## src/hw/vdl_pkg.sv

```systemverilog
package vdl_pkg;

	// ----------------------------------------------------------------
	// register map (byte addresses, word aligned)
	// ----------------------------------------------------------------
	localparam logic [7:0] ADDR_DATA = 8'h00;
	localparam logic [7:0] ADDR_CTRL = 8'h04;
	localparam logic [7:0] ADDR_STATUS = 8'h08;
	localparam logic [7:0] ADDR_IRQ_MASK = 8'h0c;
	localparam logic [7:0] ADDR_VECTOR = 8'h10;

	// ----------------------------------------------------------------
	// control bit positions
	// ----------------------------------------------------------------
	localparam int CTRL_TX_EN = 0;
	localparam int CTRL_IRQ_EN = 1;
	localparam int CTRL_WAIT_CLK = 2;
	localparam logic [2:0] CTRL_RESET = 3'h0;

	// ----------------------------------------------------------------
	// status / mask bit positions
	// ----------------------------------------------------------------
	localparam int ST_TX_EMPTY = 0;
	localparam int ST_RX_FULL = 1;
	localparam int ST_UNDERRUN = 2;
	localparam int ST_INVALID = 3;
	localparam int ST_RX_DONE = 4;
	localparam int ST_WAKE = 5;
	localparam int ST_W = 6;
	localparam logic [5:0] MASK_RESET = 6'h00;

	// ----------------------------------------------------------------
	// timing: nominal short pulse 64 us at 100 MHz
	// ----------------------------------------------------------------
	localparam int CLK_MHZ = 100;
	localparam int T_SHORT_US = 64;
	localparam int SHORT_CYC = T_SHORT_US * CLK_MHZ;
	localparam int LONG_CYC = 2 * SHORT_CYC;
	localparam int EOF_CYC = 4 * SHORT_CYC;
	localparam int CNT_W = 16;
	localparam logic [CNT_W-1:0] CNT_RESET = 16'h0000;

	// state vector codes
	localparam logic [3:0] VEC_NONE = 4'h0;
	localparam logic [3:0] VEC_RX_FULL = 4'h1;
	localparam logic [3:0] VEC_TX_EMPTY = 4'h2;
	localparam logic [3:0] VEC_INVALID = 4'h3;

	typedef enum logic [1:0] {
		PWR_RUN = 2'b00,
		PWR_WAIT = 2'b01,
		PWR_STOP = 2'b11
	} vdl_pwr_t;

	typedef enum logic [1:0] {
		TX_IDLE = 2'b00,
		TX_SOF = 2'b01,
		TX_DATA = 2'b11,
		TX_TAIL = 2'b10
	} vdl_tx_t;

	typedef struct packed {
		logic cyc;
		logic stb;
		logic we;
		logic [7:0] adr;
		logic [3:0] sel;
		logic [31:0] dat;
	} vdl_wb_req_t;

endpackage : vdl_pkg

```

## src/hw/vdl_link.sv

```systemverilog
`timescale 1ns/10ps
// Function
// finished shift byte reloads from transmit shadow
// tx empty once first bit sent
// host writes bytes only after tx empty
// complete byte copied to rx shadow, full
// data read returns latest received byte
// unread rx shadow overwritten by next byte
// starved transmitter underruns after two ones
// cut-short frame reported as invalid symbol
// wait entry when wait-clock bit clear; no drive
// received message wakes wait, irq if enabled
// clocks kept running in wait mode
// stop on stop, or wait with bit set
// stop: bus activity wakes, non-maskable request
// stop-instruction wake message may be lost
// wait-entered stop receives only after eof
// host finishes transmissions before wait
// data address: writes tx shadow, reads rx
module vdl_link
	import vdl_pkg::*;
(
	input wire logic clk_i,
	input wire logic rst_i,
	input wire vdl_wb_req_t wb_req_i,
	output logic [31:0] wb_dat_o,
	output logic wb_ack_o,
	input wire logic cpu_wait_i,
	input wire logic cpu_stop_i,
	input wire logic cpu_run_i,
	input wire logic bus_rx_i,
	output logic bus_tx_o,
	output logic irq_o,
	output logic nmi_o,
	output logic clk_stop_o
);
	// ----------------------------------------------------------------
	// registers
	// ----------------------------------------------------------------
	logic [2:0] ctrl_ff;
	logic [5:0] status_ff;
	logic [5:0] mask_ff;
	logic [7:0] tx_shadow_ff;
	logic tx_full_ff;
	logic [7:0] rx_shadow_ff;
	vdl_pwr_t pwr_ff;
	logic stop_by_wait_ff;
	logic eof_seen_ff;
	logic rx_lvl;
	logic [5:0] set_ev;
	logic [5:0] clr_w;
	logic [3:0] vector;
	logic wr;
	logic rd_data;
	logic acc;

	assign acc = wb_req_i.cyc & wb_req_i.stb & ~wb_ack_o;
	assign wr = acc & wb_req_i.we & wb_req_i.sel[0];
	assign rd_data = acc & ~wb_req_i.we & (wb_req_i.adr == ADDR_DATA);

	vdl_sync u_sync (
		.clk_i(clk_i),
		.rst_i(rst_i),
		.pin_i(bus_rx_i),
		.level_o(rx_lvl)
	);

	// ----------------------------------------------------------------
	// bus slave: one wait state, ack for one cycle
	// ----------------------------------------------------------------
	always_ff @(posedge clk_i) begin
		if (rst_i) begin
			wb_ack_o <= 1'b0;
			wb_dat_o <= 32'h0;
		end else begin
			wb_ack_o <= acc;
			if (acc) begin
				if (wb_req_i.adr == ADDR_DATA) begin
					wb_dat_o <= {24'h0, rx_shadow_ff};
				end else if (wb_req_i.adr == ADDR_CTRL) begin
					wb_dat_o <= {29'h0, ctrl_ff};
				end else if (wb_req_i.adr == ADDR_STATUS) begin
					wb_dat_o <= {26'h0, status_ff};
				end else if (wb_req_i.adr == ADDR_IRQ_MASK) begin
					wb_dat_o <= {26'h0, mask_ff};
				end else if (wb_req_i.adr == ADDR_VECTOR) begin
					wb_dat_o <= {28'h0, vector};
				end else begin
					wb_dat_o <= 32'h0;
				end
			end
		end
	end

	always_ff @(posedge clk_i) begin
		if (rst_i) begin
			ctrl_ff <= CTRL_RESET;
			mask_ff <= MASK_RESET;
		end else if (wr && wb_req_i.adr == ADDR_CTRL) begin
			ctrl_ff <= wb_req_i.dat[2:0];
		end else if (wr && wb_req_i.adr == ADDR_IRQ_MASK) begin
			mask_ff <= wb_req_i.dat[5:0];
		end
	end

	// ----------------------------------------------------------------
	// power modes
	// ----------------------------------------------------------------
	logic rx_prev_ff;
	logic rx_rise;
	logic rx_msg_done;
	assign rx_rise = rx_lvl & ~rx_prev_ff;

	always_ff @(posedge clk_i) begin
		if (rst_i) begin
			pwr_ff <= PWR_RUN;
			stop_by_wait_ff <= 1'b0;
			nmi_o <= 1'b0;
		end else begin
			nmi_o <= 1'b0;
			case (pwr_ff)
				PWR_RUN: begin
					if (cpu_stop_i) begin
						pwr_ff <= PWR_STOP;
						stop_by_wait_ff <= 1'b0;
					end else if (cpu_wait_i && ctrl_ff[CTRL_WAIT_CLK]) begin
						pwr_ff <= PWR_STOP;
						stop_by_wait_ff <= 1'b1;
					end else if (cpu_wait_i) begin
						pwr_ff <= PWR_WAIT;
					end
				end
				PWR_WAIT: begin
					// clocks stay on here so the waking frame is intact
					if (rx_msg_done || cpu_run_i) begin
						pwr_ff <= PWR_RUN;
					end
				end
				PWR_STOP: begin
					if (rx_rise) begin
						pwr_ff <= PWR_RUN;
						nmi_o <= 1'b1;
					end
				end
				default: pwr_ff <= PWR_RUN;
			endcase
		end
	end
	// stop gates the module clock outside; the edge detector and its synchronizer still run on clk_i then
	assign clk_stop_o = (pwr_ff == PWR_STOP);

	// ----------------------------------------------------------------
	// receiver: pulse widths decode into bits
	// ----------------------------------------------------------------
	logic [CNT_W-1:0] rx_cnt_ff;
	logic [7:0] rx_shift_ff;
	logic [2:0] rx_bits_ff;
	logic rx_in_frame_ff;
	logic rx_bad_ff;
	logic rx_edge;
	logic rx_bit;
	logic [CNT_W-1:0] thr;
	assign thr = CNT_W'(SHORT_CYC + SHORT_CYC / 2);
	assign rx_edge = rx_lvl ^ rx_prev_ff;
	// active short or passive long is a one
	assign rx_bit = rx_prev_ff ? (rx_cnt_ff < thr) : (rx_cnt_ff >= thr);

	always_ff @(posedge clk_i) begin
		if (rst_i) begin
			rx_prev_ff <= 1'b0;
			rx_cnt_ff <= CNT_RESET;
			rx_shift_ff <= 8'h00;
			rx_bits_ff <= 3'h0;
			rx_in_frame_ff <= 1'b0;
			rx_bad_ff <= 1'b0;
			eof_seen_ff <= 1'b1;
			rx_msg_done <= 1'b0;
		end else begin
			rx_prev_ff <= rx_lvl;
			rx_msg_done <= 1'b0;
			// one-cycle event, so a w1c of the invalid flag sticks
			rx_bad_ff <= 1'b0;
			if (rx_edge) begin
				rx_cnt_ff <= CNT_RESET;
				if (!rx_in_frame_ff && rx_lvl) begin
					// stop via wait only keeps sync if eof came first
					if (!(pwr_ff == PWR_STOP && !(stop_by_wait_ff && eof_seen_ff))) begin
						rx_in_frame_ff <= 1'b1;
					end
					eof_seen_ff <= 1'b0;
					rx_bits_ff <= 3'h0;
				end else if (rx_in_frame_ff && !(rx_prev_ff && rx_cnt_ff >= CNT_W'(LONG_CYC))) begin
					rx_shift_ff <= {rx_shift_ff[6:0], rx_bit};
					rx_bits_ff <= rx_bits_ff + 3'h1;
				end
			end else if (rx_cnt_ff != 16'hffff) begin
				rx_cnt_ff <= rx_cnt_ff + 16'h0001;
			end
			if (!rx_lvl && rx_cnt_ff == CNT_W'(EOF_CYC) && !eof_seen_ff) begin
				eof_seen_ff <= 1'b1;
				rx_in_frame_ff <= 1'b0;
				// frame ending mid byte is the byte-boundary fault
				if (rx_bits_ff != 3'h0) begin
					rx_bad_ff <= 1'b1;
				end else if (rx_in_frame_ff) begin
					rx_msg_done <= 1'b1;
				end
			end
		end
	end

	logic rx_byte_done;
	assign rx_byte_done = rx_edge && rx_in_frame_ff && rx_bits_ff == 3'h7 && !rx_lvl;

	always_ff @(posedge clk_i) begin
		if (rst_i) begin
			rx_shadow_ff <= 8'h00;
		end else if (rx_byte_done) begin
			// an unread byte is simply overwritten
			rx_shadow_ff <= {rx_shift_ff[6:0], rx_bit};
		end
	end

	// ----------------------------------------------------------------
	// transmitter
	// ----------------------------------------------------------------
	vdl_tx_t tx_st_ff;
	logic [7:0] tx_shift_ff;
	logic [3:0] tx_bits_ff;
	logic [CNT_W-1:0] tx_cnt_ff;
	logic tx_lvl_ff;
	logic tx_cur;
	logic tx_load;
	logic tx_underrun;
	logic [CNT_W-1:0] tx_len;
	assign tx_cur = (tx_st_ff == TX_TAIL) ? 1'b1 : tx_shift_ff[7];
	// next symbol, level after the toggle: active short or passive long is a one
	assign tx_len = CNT_W'((tx_cur ^ ~tx_lvl_ff) ? LONG_CYC : SHORT_CYC);
	assign tx_load = (tx_st_ff == TX_DATA) && tx_cnt_ff == 16'h0001 && tx_bits_ff == 4'h7;
	assign tx_underrun = tx_load && !tx_full_ff;

	always_ff @(posedge clk_i) begin
		if (rst_i) begin
			tx_st_ff <= TX_IDLE;
			tx_shift_ff <= 8'h00;
			tx_bits_ff <= 4'h0;
			tx_cnt_ff <= CNT_RESET;
			tx_lvl_ff <= 1'b0;
		end else begin
			if (tx_cnt_ff != CNT_RESET) begin
				tx_cnt_ff <= tx_cnt_ff - 16'h0001;
			end
			case (tx_st_ff)
				TX_IDLE: begin
					tx_lvl_ff <= 1'b0;
					if (tx_full_ff && ctrl_ff[CTRL_TX_EN] && pwr_ff == PWR_RUN && !rx_lvl) begin
						tx_st_ff <= TX_SOF;
						tx_lvl_ff <= 1'b1;
						tx_cnt_ff <= CNT_W'(3 * SHORT_CYC);
						tx_shift_ff <= tx_shadow_ff;
					end
				end
				TX_SOF: begin
					if (tx_cnt_ff == 16'h0001) begin
						tx_st_ff <= TX_DATA;
						tx_lvl_ff <= 1'b0;
						tx_bits_ff <= 4'h0;
						tx_cnt_ff <= CNT_W'(tx_shift_ff[7] ? LONG_CYC : SHORT_CYC);
					end
				end
				TX_DATA: begin
					if (tx_cnt_ff == 16'h0001) begin
						tx_lvl_ff <= ~tx_lvl_ff;
						if (tx_bits_ff == 4'h7 && tx_full_ff) begin
							tx_shift_ff <= tx_shadow_ff;
							tx_bits_ff <= 4'h0;
							tx_cnt_ff <= CNT_W'((tx_shadow_ff[7] ^ ~tx_lvl_ff) ? LONG_CYC
								: SHORT_CYC);
						end else if (tx_bits_ff == 4'h7) begin
							tx_st_ff <= TX_TAIL;
							tx_bits_ff <= 4'h0;
							tx_cnt_ff <= CNT_W'(~tx_lvl_ff ? SHORT_CYC : LONG_CYC);
						end else begin
							tx_shift_ff <= {tx_shift_ff[6:0], 1'b0};
							tx_bits_ff <= tx_bits_ff + 4'h1;
							tx_cnt_ff <= CNT_W'((tx_shift_ff[6] ^ ~tx_lvl_ff) ? LONG_CYC
								: SHORT_CYC);
						end
					end
				end
				TX_TAIL: begin
					// two ones past the byte force a boundary fault downstream
					if (tx_cnt_ff == 16'h0001) begin
						tx_lvl_ff <= ~tx_lvl_ff;
						tx_cnt_ff <= tx_len;
						tx_bits_ff <= tx_bits_ff + 4'h1;
						if (tx_bits_ff == 4'h1) begin
							tx_st_ff <= TX_IDLE;
							tx_lvl_ff <= 1'b0;
						end
					end
				end
				default: tx_st_ff <= TX_IDLE;
			endcase
		end
	end

	// shadow frees once the first bit of the loaded byte is out
	logic tx_first_bit;
	assign tx_first_bit = (tx_st_ff == TX_DATA) && tx_cnt_ff == 16'h0001 && tx_bits_ff == 4'h0;

	always_ff @(posedge clk_i) begin
		if (rst_i) begin
			tx_shadow_ff <= 8'h00;
			tx_full_ff <= 1'b0;
		end else if (wr && wb_req_i.adr == ADDR_DATA) begin
			tx_shadow_ff <= wb_req_i.dat[7:0];
			tx_full_ff <= 1'b1;
		end else if (tx_first_bit) begin
			tx_full_ff <= 1'b0;
		end
	end

	// never drive in wait or stop
	assign bus_tx_o = tx_lvl_ff & (pwr_ff == PWR_RUN);

	// ----------------------------------------------------------------
	// sticky status, mask, interrupt
	// ----------------------------------------------------------------
	always_comb begin
		set_ev = 6'h00;
		set_ev[ST_TX_EMPTY] = tx_first_bit;
		set_ev[ST_RX_FULL] = rx_byte_done;
		set_ev[ST_UNDERRUN] = tx_underrun;
		set_ev[ST_INVALID] = rx_edge && rx_in_frame_ff && rx_lvl && rx_bits_ff != 3'h0
			&& rx_prev_ff == 1'b0 && rx_cnt_ff >= CNT_W'(LONG_CYC) || rx_bad_ff;
		set_ev[ST_RX_DONE] = rx_msg_done;
		set_ev[ST_WAKE] = rx_msg_done && pwr_ff == PWR_WAIT;
		clr_w = (wr && wb_req_i.adr == ADDR_STATUS) ? wb_req_i.dat[5:0] : 6'h00;
	end

	always_ff @(posedge clk_i) begin
		if (rst_i) begin
			status_ff <= 6'h00;
		end else begin
			// data read also clears the full flag; a new byte wins
			status_ff <= (status_ff & ~clr_w & ~(rd_data ? 6'h02 : 6'h00)) | set_ev;
		end
	end

	always_comb begin
		if (status_ff[ST_INVALID]) begin
			vector = VEC_INVALID;
		end else if (status_ff[ST_RX_FULL]) begin
			vector = VEC_RX_FULL;
		end else if (status_ff[ST_TX_EMPTY]) begin
			vector = VEC_TX_EMPTY;
		end else begin
			vector = VEC_NONE;
		end
	end

	assign irq_o = ctrl_ff[CTRL_IRQ_EN] && |(status_ff & mask_ff);
endmodule : vdl_link

```

## src/hw/vdl_sync.sv

```systemverilog
`timescale 1ns/10ps
module vdl_sync (
	input wire logic clk_i,
	input wire logic rst_i,
	input wire logic pin_i,
	output logic level_o
);
	logic s1_ff;
	logic s2_ff;
	logic s3_ff;

	// pin is passive (low) at reset; change accepted once stages 2 and 3 agree
	always_ff @(posedge clk_i) begin
		if (rst_i) begin
			s1_ff <= 1'b0;
			s2_ff <= 1'b0;
			s3_ff <= 1'b0;
			level_o <= 1'b0;
		end else begin
			s1_ff <= pin_i;
			s2_ff <= s1_ff;
			s3_ff <= s2_ff;
			if (s2_ff == s3_ff) begin
				level_o <= s3_ff;
			end
		end
	end
endmodule : vdl_sync

```

## config.mk

```make
export PLATFORM = sky130hd
export DESIGN_NAME = vdl_link
export DESIGN_NICKNAME = d
export VERILOG_FILES = /design/src/hw/vdl_pkg.sv /design/src/hw/vdl_link.sv /design/src/hw/vdl_sync.sv
export SDC_FILE = /design/constraint.sdc
export NUM_CORES = 1
export LEC_CHECK = 0
export BUFFER_PORTS_ARGS = -buffer_cell sky130_fd_sc_hd__buf_2
export CORE_ASPECT_RATIO = 1.75
export CORE_UTILIZATION = 45
export DETAILED_ROUTE_END_ITERATION = 6
export PLACE_DENSITY = 0.7
export SLEW_MARGIN = 20
export SYNTH_ARGS = -nofsm -noshare
export SYNTH_HDL_FRONTEND = slang
export SYNTH_HIERARCHICAL = 1
export SYNTH_SLANG_ARGS = --single-unit
```

## constraint.sdc

```tcl
create_clock -name clk_i -period 3.96 [get_ports clk_i]
set_input_delay 0.198 -clock clk_i [delete_from_list [all_inputs] [get_ports clk_i]]
set_output_delay 0.198 -clock clk_i [all_outputs]
set_load 0.05 [all_outputs]
```

# Word-level counts from Yosys, hierarchy flattened
# Index checks and enable logic that the tools add are counted.
classes:
  addsub: 4
  order_cmp: 3
  n_eq_ne: 27
  n_mux: 65
  bitwise_logic: 27
  reduce_logical: 65
op_table:
  columns: ["op", "n"]
  rows:
  - ["$mux W14", 7]
  - ["$mux W16", 5]
  - ["$pmux W16 S4", 1]
  - ["$mux W8", 5]
  - ["$mux W2", 17]
  - ["$ge A16 B14 Y1 const B", 2]
  - ["$logic_and A1 B1 Y1", 29]
  - ["$mux W6", 4]
  - ["$mux W4", 5]
  - ["$and A6 B6 Y6", 3]
  - ["$add A16 B1 Y16 const B", 1]
  - ["$eq A16 B1 Y1 const B", 1]
  - ["$eq A16 B15 Y1 const B", 1]
  - ["$eq A8 B4 Y1 const B", 2]
  - ["$lt A16 B14 Y1 const B", 1]
  - ["$ne A16 B16 Y1 const B", 1]
  - ["$pmux W8 S2", 1]
  - ["$reduce_bool A16 Y1", 1]
  - ["$sub A16 B1 Y16 const B", 1]
  - ["$mux W1", 14]
  - ["$pmux W4 S3", 1]
  - ["$reduce_and A3 Y1", 4]
  - ["$ne A2 B1 Y1 const B", 5]
  - ["$not A1 Y1", 9]
  - ["35 further kinds", 70]
word_totals:
  register_bits: 135
  in_bits: 53
  output_inout_bits: 37
  word_cells: 219

# Logic depth before layout (Yosys ltp)
# Gate-level depths: netlist of the first run.
depth:
  ltp_word: 10
  mapped_depth: 8
  mapped_depth_nobuf: 7

# Cells and area by module
# Netlist of the first run, hierarchy kept.
by_module_without_submodules:
  columns: ["module", "instances", "cells_per_inst", "area_per_inst_um2", "seq_area_each_um2"]
  rows:
  - ["vdl_link", 1, 656, 5494.0, 2142.1]
  - ["vdl_sync", 1, 10, 112.6, 80.1]

# Least setup slack after synthesis of the first run
# No wires, ideal clock.
synth_path:
  path_type: "reg-to-reg"
  startpoint: "register tx_cnt_ff[0]"
  endpoint: "register tx_cnt_ff[11]"
  setup_time_ns: 0.086
  t_arrival_ns: 2.106
  setup_slack_ns: 1.769
  path_stages_with_launch: 8
  path_buffers: 0
  cell_sequence: "dfxtp_1 -> inv_1 -> ha_1 -> or4b_1 -> o41ai_1 -> nor4_1 -> xnor2_1 -> a211oi_1"
synth_via:
  elab_chain_cells: 4
  elab_cells_between_ends: 9
  cone_classes: "add/sub: 1; eq/ne: 1; mux: 6; reduce/logical: 1"
synth_rtl:
  columns: ["element", "line", "source"]
  rows:
  - ["from (decl)", "vdl_link.sv:230", "logic [CNT_W-1:0] tx_cnt_ff;"]
  - ["from (signal assigned)", "vdl_link.sv:251", "tx_cnt_ff <= tx_cnt_ff - 16'h0001;"]
  - ["from (signal assigned)", "vdl_link.sv:259", "tx_cnt_ff <= CNT_W'(3 * SHORT_CYC);"]
  - ["from (signal assigned)", "vdl_link.sv:268", "tx_cnt_ff <= CNT_W'(tx_shift_ff[7] ? LONG_CYC : SHORT_CYC);"]
  - ["$sub A16 B1 Y16 / $reduce_bool A16 Y1 (equally long branches)", "vdl_link.sv:251, vdl_link.sv:250", null]
  - ["$mux W16", "vdl_link.sv:250", "if (tx_cnt_ff != CNT_RESET) begin"]
  - ["$mux W16, on equally long branches", null, null]
  - ["$pmux W16 S4 *", "vdl_link.sv:253", "case (tx_st_ff)"]
# Mark *: on every way between the ends. The rest lies on a longest branch, timed or not.
# A chain may end at the register's enable or synchronous reset.

# Worst setup path in the final report of the first run
layout_path:
  startpoint: "register tx_cnt_ff[1]"
  endpoint: "register tx_shift_ff[1]"
layout_via:
  elab_chain_cells: 3
layout_rtl:
  columns: ["element", "line", "source"]
  rows:
  - ["$eq A16 B1 Y1", "vdl_link.sv:272", "if (tx_cnt_ff == 16'h0001) begin"]
  - ["$ne A2 B1 Y1 (no source line)", null, null]
  - ["$reduce_and A4 Y1 (no source line)", null, null]
  - ["to (signal assigned)", "vdl_link.sv:260", "tx_shift_ff <= tx_shadow_ff;"]
  - ["to (signal assigned)", "vdl_link.sv:275", "tx_shift_ff <= tx_shadow_ff;"]
  - ["to (signal assigned)", "vdl_link.sv:284", "tx_shift_ff <= {tx_shift_ff[6:0], 1'b0};"]
  - ["to (decl)", "vdl_link.sv:228", "logic [7:0] tx_shift_ff;"]
# No other way between the ends.

==> metrics.txt, run 1 <==
cell with the most instances after synthesis dfxtp_1; Rows between 50 and 60; crit share post-route around two thirds; sw power between 0.001 and 0.0015 W; vias per cell approximately 5.6; CP Max Fanout 15; Worst IR Drop VDD ~220 uV; placed cells 840; Post-Synthesis Cells 666; Setup crit end tx_shift_ff[1]; RSZ-0062 raised after global routing no; Buffers on Ports 38; via count between 4k and 5k; Mapped Area between 5000 and 6000 sq um; Final setup viols 0; R2R depth 7; Pleak ~2.4 nW; Worst-Skew Late Latency between 0.3 and 0.4 ns; largest net degree at the start of global routing 44; Die W about 86 um; DIE HEIGHT ~150 um; Total GRT Usage roughly a fifth; Area contributors post-synth dfxtp_1 (40%), mux2i_1 (5.2%), nor2_1 (5.1%), a21oi_1 (4.6%), ha_1 (3.6%); DRT Pass-1 Iters 4; first-pass GRT wire length ~21 mm; slew margin rel. around 39%; family with the most delay on the worst path compound AO/OA/AOI/OAI gates; post-route cell area a little over 6000 sq um; Pint 0.00199 W; Clk pwr share between 20% and 30%; detailed-route wire length 12.8 mm; max incr delay on CP 0.82 ns; Layout Cells excl Fill around 860; htree depth 3; CTS Buffer Depth 2; Worst Hold Class input pin to flop; Buf/Inv on CP 1; max-cap violations 0; nature of the critical path endpoint flop; worst reg2reg path startpoint tx_cnt_ff[1]; CTS tree done; First DRT Iteration DRCs 246; WS Path Type flop to flop; Syn Area/Cell around 8.4 sq um; Hold Vio Cnt, Final 0; share of layout cells above drive strength 1 a little over a tenth; Pwr Density between 500 and 600 nW/um^2; Seq cells post-synth between 100 and 150; ant diodes 0; Layout Skew approximately 0.0057 ns; Critical Path Stages 7; DP HPWL around 9.5 mm; worst reg2reg setup slack approximately 1.3 ns; Max Fclk around 370 MHz; I/O pin count 90; CTS clk-pin slew, worst paths roughly 0.080 ns; initial antenna violation count 0; postcts setup bufs 0; Detail Route Antenna Nets 0; Post-synth top cells dfxtp_1 (111), nor2_1 (76), a21oi_1 (52); count of cell types in the netlist between 60 and 70; area grow syn2layout 8.97%; min-delay src bus_rx_i; Starting Density between 40% and 50%; combinational share of power 28.7%; dpl cell area slightly below 6000 sq um; Switching Share about a third; dominant cell type by area after synthesis dfxtp_1; Power, Total 0.00307 W; post-synthesis sequential area ratio between 30% and 40%; CP startpoint tx_cnt_ff[1]; critical path cell sequence inv_1, ha_1, nor4b_1, nand4_1, o21ai_1, a21oi_1, a311oi_1; Synth Flop Type dfxtp_1; Worst path slowest cell o21ai_1; Synth Warn # 6; sequential share of power between 40% and 50%; Final TNS setup 0 ns; CTS resizes 0; startpoint types flop; Critical Path AT slightly below 3 ns; # nets final approximately 760; Post-synth EDFFs 0; GPL Wtd Cong approximately 0.9; Slew Limit Fails 0; CTS Buf Count 9; share of the synthesized area in the top cell type between 30% and 40%; vias in the first global route 4566; worst slew pin tran 0.914 ns; CTS sink count 111; reg2reg end tx_shift_ff[1]; Tmin final 2.69 ns; Remaining DRCs 0; Core Area ~12000 sq um; cts hold-fix bufs 0; Async SR Flop Fraction 0%; clock root buffer clkbuf_16; Critical Path RT about 4.2 ns; grt ovf 0; WL/cell approximately 15 um; status complete, no violations; die area approximately 13000 sq um
-- through the flow --
step | utilization (%) | setup slack [ns] | hold slack (ns)
floorplan | - | 1.77 | 0.267
global placement | 48.2 | 1.38 | 0.411
detailed placement | 48.2 | 1.27 | 0.416
CTS | 50.5 | 1.29 | 0.0499
global route | 50.6 | 0.910 | 0.0743
finish | 50.6 | 1.27 | 0.0546
-- layout make-up --
type | instances | area (sq um)
multi-input combinational | 500 | 3110
clock inverter | 7 | 55.1
fill | 1213 | 5960
inverter | 24 | 90.1
tap | 165 | 206
timing repair buffer | 40 | 205
clock buffer | 9 | 225
sequential | 111 | 2220
-- cells in the final DEF (no fill, tap or decap), types with 14 or more instances in the layout --
master,instances
xnor2_1,16
a21oi_1,52
o21ai_0,20
nor3_1,22
nand3_1,26
nor4_1,14
nor2_1,76
ha_1,16
inv_1,24
buf_2,38
conb_1,24
mux2i_1,29
dfxtp_1,111
nand2_1,51
-- kinds of logic after synthesis --
logic type                 after synthesis  share of synthesized area, %
xor gates and xnor gates                19                          2.97
buffers and inverters                   78                          6.92
DFF                                    111                          39.6
and+or+nand+nor                        267                          24.6
AOI/OAI and AO/OA                      141                          16.0
adders and majority gates               16                          3.57
other                                    1                        0.0669
muxes                                   33                          6.18
-- per-layer routing --
metal | global-route usage, % | up-vias | part of all wire [%] | routed length [um]
li1 | - | 2391 | - | -
met1 | 21.2 | 2252 | 38 | 4910
met2 | 39.0 | 112 | 54 | 6870
met3 | 3.75 | 31 | 3.8 | 490
met4 | 11.1 | 0 | 3.8 | 484
met5 | 0 | - | 0 | 0
-- state kept, by name, indices dropped and copies added (netlist names), 2 cells and up --
name          cells
rx_cnt_ff        16
tx_cnt_ff        16
rx_shadow_ff      8
tx_shadow_ff      8
tx_shift_ff       8
wb_dat_o          8
rx_shift_ff       7
mask_ff           6
status_ff         6
tx_bits_ff        4
ctrl_ff           3
rx_bits_ff        3
pwr_ff            2
tx_st_ff          2
-- worst min path at each step --
stage                           to  slack [ns]  depth (start not counted)
global route          u_sync/s1_ff        0.07                          2
finish                u_sync/s1_ff        0.05                          2
CTS                   u_sync/s1_ff        0.05                          2
detailed placement    u_sync/s1_ff        0.42                          2
global placement      u_sync/s1_ff        0.41                          2
floorplan           u_sync/level_o        0.27                          1
-- power groups by stage --
stage / clock network (W) / logic, W / registers [W]
finish: 0.000868 / 0.000883 / 0.00132
global route: 0.000932 / 0.000989 / 0.00133
CTS: 0.000885 / 0.000875 / 0.00132
detailed placement: 0 / 0.000870 / 0.00134
global placement: 0 / 0.000851 / 0.00134
floorplan: 0 / 0.000743 / 0.00132
-- worst register-to-register path: stages (launching register included) --
cell      delay, ns
dfxtp_1        0.34
inv_1          0.10
ha_1           0.18
nor4b_1        0.37
nand4_1        0.34
o21ai_1        0.83
a21oi_1        0.17
a311oi_1       0.29
Note: power is estimated with default switching activity, not from simulation.
==> run 2, diff against run 1 <==
--- a/config.mk
+++ b/config.mk
@@ -9,7 +9,7 @@
 export CORE_ASPECT_RATIO = 1.75
 export CORE_UTILIZATION = 45
 export DETAILED_ROUTE_END_ITERATION = 6
-export PLACE_DENSITY = 0.7
+export PLACE_DENSITY = 0.72
 export SLEW_MARGIN = 20
 export SYNTH_ARGS = -nofsm -noshare
 export SYNTH_HDL_FRONTEND = slang
==> constraint.sdc (replaced) <==
create_clock -name clk_i -period 2.3 [get_ports clk_i]
set_input_delay 0.115 -clock clk_i [delete_from_list [all_inputs] [get_ports clk_i]]
set_output_delay 0.115 -clock clk_i [all_outputs]
set_load 0.05 [all_outputs]
==> metrics.txt, run 2 (synthesis results as in run 1) <==
status complete, no violations; CTS Buf Count 9 (unchanged); startpoint types flop; Worst path slowest cell or4b_4; Clk pwr share 28.5% (+0.2 points); max incr delay on CP 0.49 ns (-0.33 ns); Starting Density 46.5% (unchanged); initial antenna violation count 0 (unchanged); DRT Pass-1 Iters 5 (+1); worst slew pin tran 0.572 ns (-0.343 ns); Rows 53 (unchanged); postcts setup bufs 0 (unchanged); top flop regs rx_cnt_ff (16), tx_cnt_ff (16); Critical Path AT 2.43 ns (-0.53 ns); vias per cell 5.58 (-0.18%); Critical Path RT 2.54 ns (-1.68 ns); largest net degree at the start of global routing 41 (-6.8%); die area 12900 sq um (unchanged); Slew Limit Fails 0 (unchanged); crit share post-route 95.2% (+27 points); share of layout cells above drive strength 1 13.5% (+2.6 points); Layout Skew 0.00795 ns (+0.00229 ns); slew margin rel. 61.4% (+23 points); fill count 1178 (-2.9%); Hold Vio Cnt, Final 0 (unchanged); WL/cell 14.3 um (-3.9%); DP HPWL 9.43 mm (-0.87%); Total GRT Usage 20.0% (-0.79 points); CP Max Fanout 5 (-10); sequential share of power 40.8% (-2.2 points); via count 4889 (+2.2%); RSZ-0062 raised after global routing no; CTS sink count 111 (unchanged); ant diodes 0 (unchanged); clock root buffer clkbuf_16; combinational share of power 30.7% (+2.0 points); Pint 0.00368 W (+85%); Buffers on Ports 38 (unchanged); grt ovf 0 (unchanged); commonest non-fill, non-tap cell in the layout dfxtp_1; Tmin final 2.19 ns (-0.506 ns); Remaining DRCs 0 (unchanged); Power, Total 0.00558 W (+82%); critical path cell sequence inv_1, ha_1, or4b_4, or4_4, or3_4, nor2_1, a211oi_2; CTS tree done; Detail Route Antenna Nets 0 (unchanged); Worst Hold Class input pin to flop; Final TNS setup 0 ns (unchanged); Pwr Density 884 nW/um^2 (+76%); nature of the critical path endpoint flop; sw power 0.00190 W (+75%); DIE HEIGHT 150 um (unchanged); htree depth 3 (unchanged); detailed-route wire length 12.5 mm (-1.7%); max-cap violations 0 (unchanged); Worst-Skew Late Latency 0.35 ns (about the same); vias in the first global route 4593 (+0.59%); # nets final 775 (+2.6%); Die W 86.4 um (unchanged); Pleak 2.52 nW (+4.1%); Final setup viols 0 (unchanged); Switching Share 34.0% (-1.2 points); GPL Wtd Cong 0.896 (about the same); area grow syn2layout 12.5%; WS Path Type flop to flop; I/O pin count 90 (unchanged); Worst IR Drop VDD 391 uV (+77%); commonest non-fill, non-tap cells in the layout dfxtp_1 (111), nor2_1 (75), a21oi_1 (52), nand2_1 (51), buf_2 (38); CTS clk-pin slew, worst paths 0.08 ns (about the same); Core Area 12100 sq um (unchanged); Max Fclk 457 MHz (+23%); First DRT Iteration DRCs 291 (+18%); first-pass GRT wire length 20.6 mm (-2.7%); CTS Buffer Depth 2 (unchanged)
## run 2: through the flow
step,area (sq um),setup slack [ns],utilization (%),instances,hold slack (ns)
6_report,6310,0.112,52.3,876,0.00399
5_1_grt,6310,0.0206,52.3,876,0.0422
4_1_cts,6280,0.0426,52.0,876,0.00120
3_5_place_dp,5940,0.0632,49.2,857,0.338
3_3_place_gp,5940,0.129,49.2,857,0.328
2_1_floorplan,5690,0.109,-,689,0.184
## run 2: worst max-delay path: cells and delay by family (launching register included)
kind	cells	cell delay [ns]
and+or+nand+nor	4	1.45
DFF	1	0.33
adders and majority gates	1	0.15
buffers and inverters	1	0.10
AOI/OAI and AO/OA	1	0.05
## run 2: path summary, 6_finish.rpt
kind	startpoint	end	slack (ns)	cells after the start
setup / recovery	tx_cnt_ff[1]	tx_cnt_ff[1]	0.11	7
hold / removal	wb_req_i[6]	tx_shadow_ff[6]	0.004	3
setup reg to reg	tx_cnt_ff[1]	tx_cnt_ff[1]	0.11	7
hold reg to reg	u_sync/s1_ff	u_sync/s2_ff	0.44	1
## run 2: routing by layer
layer / global-route usage, % / wire length [um] / vias to the layer above
li1: - / - / 2415
met1: 20.5 / 4910 / 2327
met2: 37.9 / 6810 / 121
met3: 3.64 / 479 / 26
met4: 9.67 / 341 / 0
met5: 0 / 0 / -
## run 2: power groups by stage
stage                     logic (W)  registers [W]  clock network, W
final                       0.00171        0.00227           0.00159
after global routing        0.00189        0.00230           0.00170
after CTS                   0.00165        0.00226           0.00163
after detailed placement    0.00163        0.00230                 0
after global placement      0.00160        0.00229                 0
after floorplan             0.00128        0.00226                 0
## run 2: layout make-up
type                       count  area, sq um  share of cell area, %
clock buffer                  10          229                   3.63
clock inverter                 6         76.3                   1.21
inverter                      24         90.1                   1.43
multi-input combinational    500         3120                   49.5
sequential                   111         2220                   35.2
tap                          165          206                   3.27
timing repair buffer          60          363                   5.75
## run 2: what timing repair did
| item | in CTS | in global routing |
|---|---|---|
| hold endpoints to repair | 3 | 0 |
| resized for setup | 0 | 6 |
| hold buffers | 3 | 0 |
| endpoints found under the setup margin | 0 | 9 |
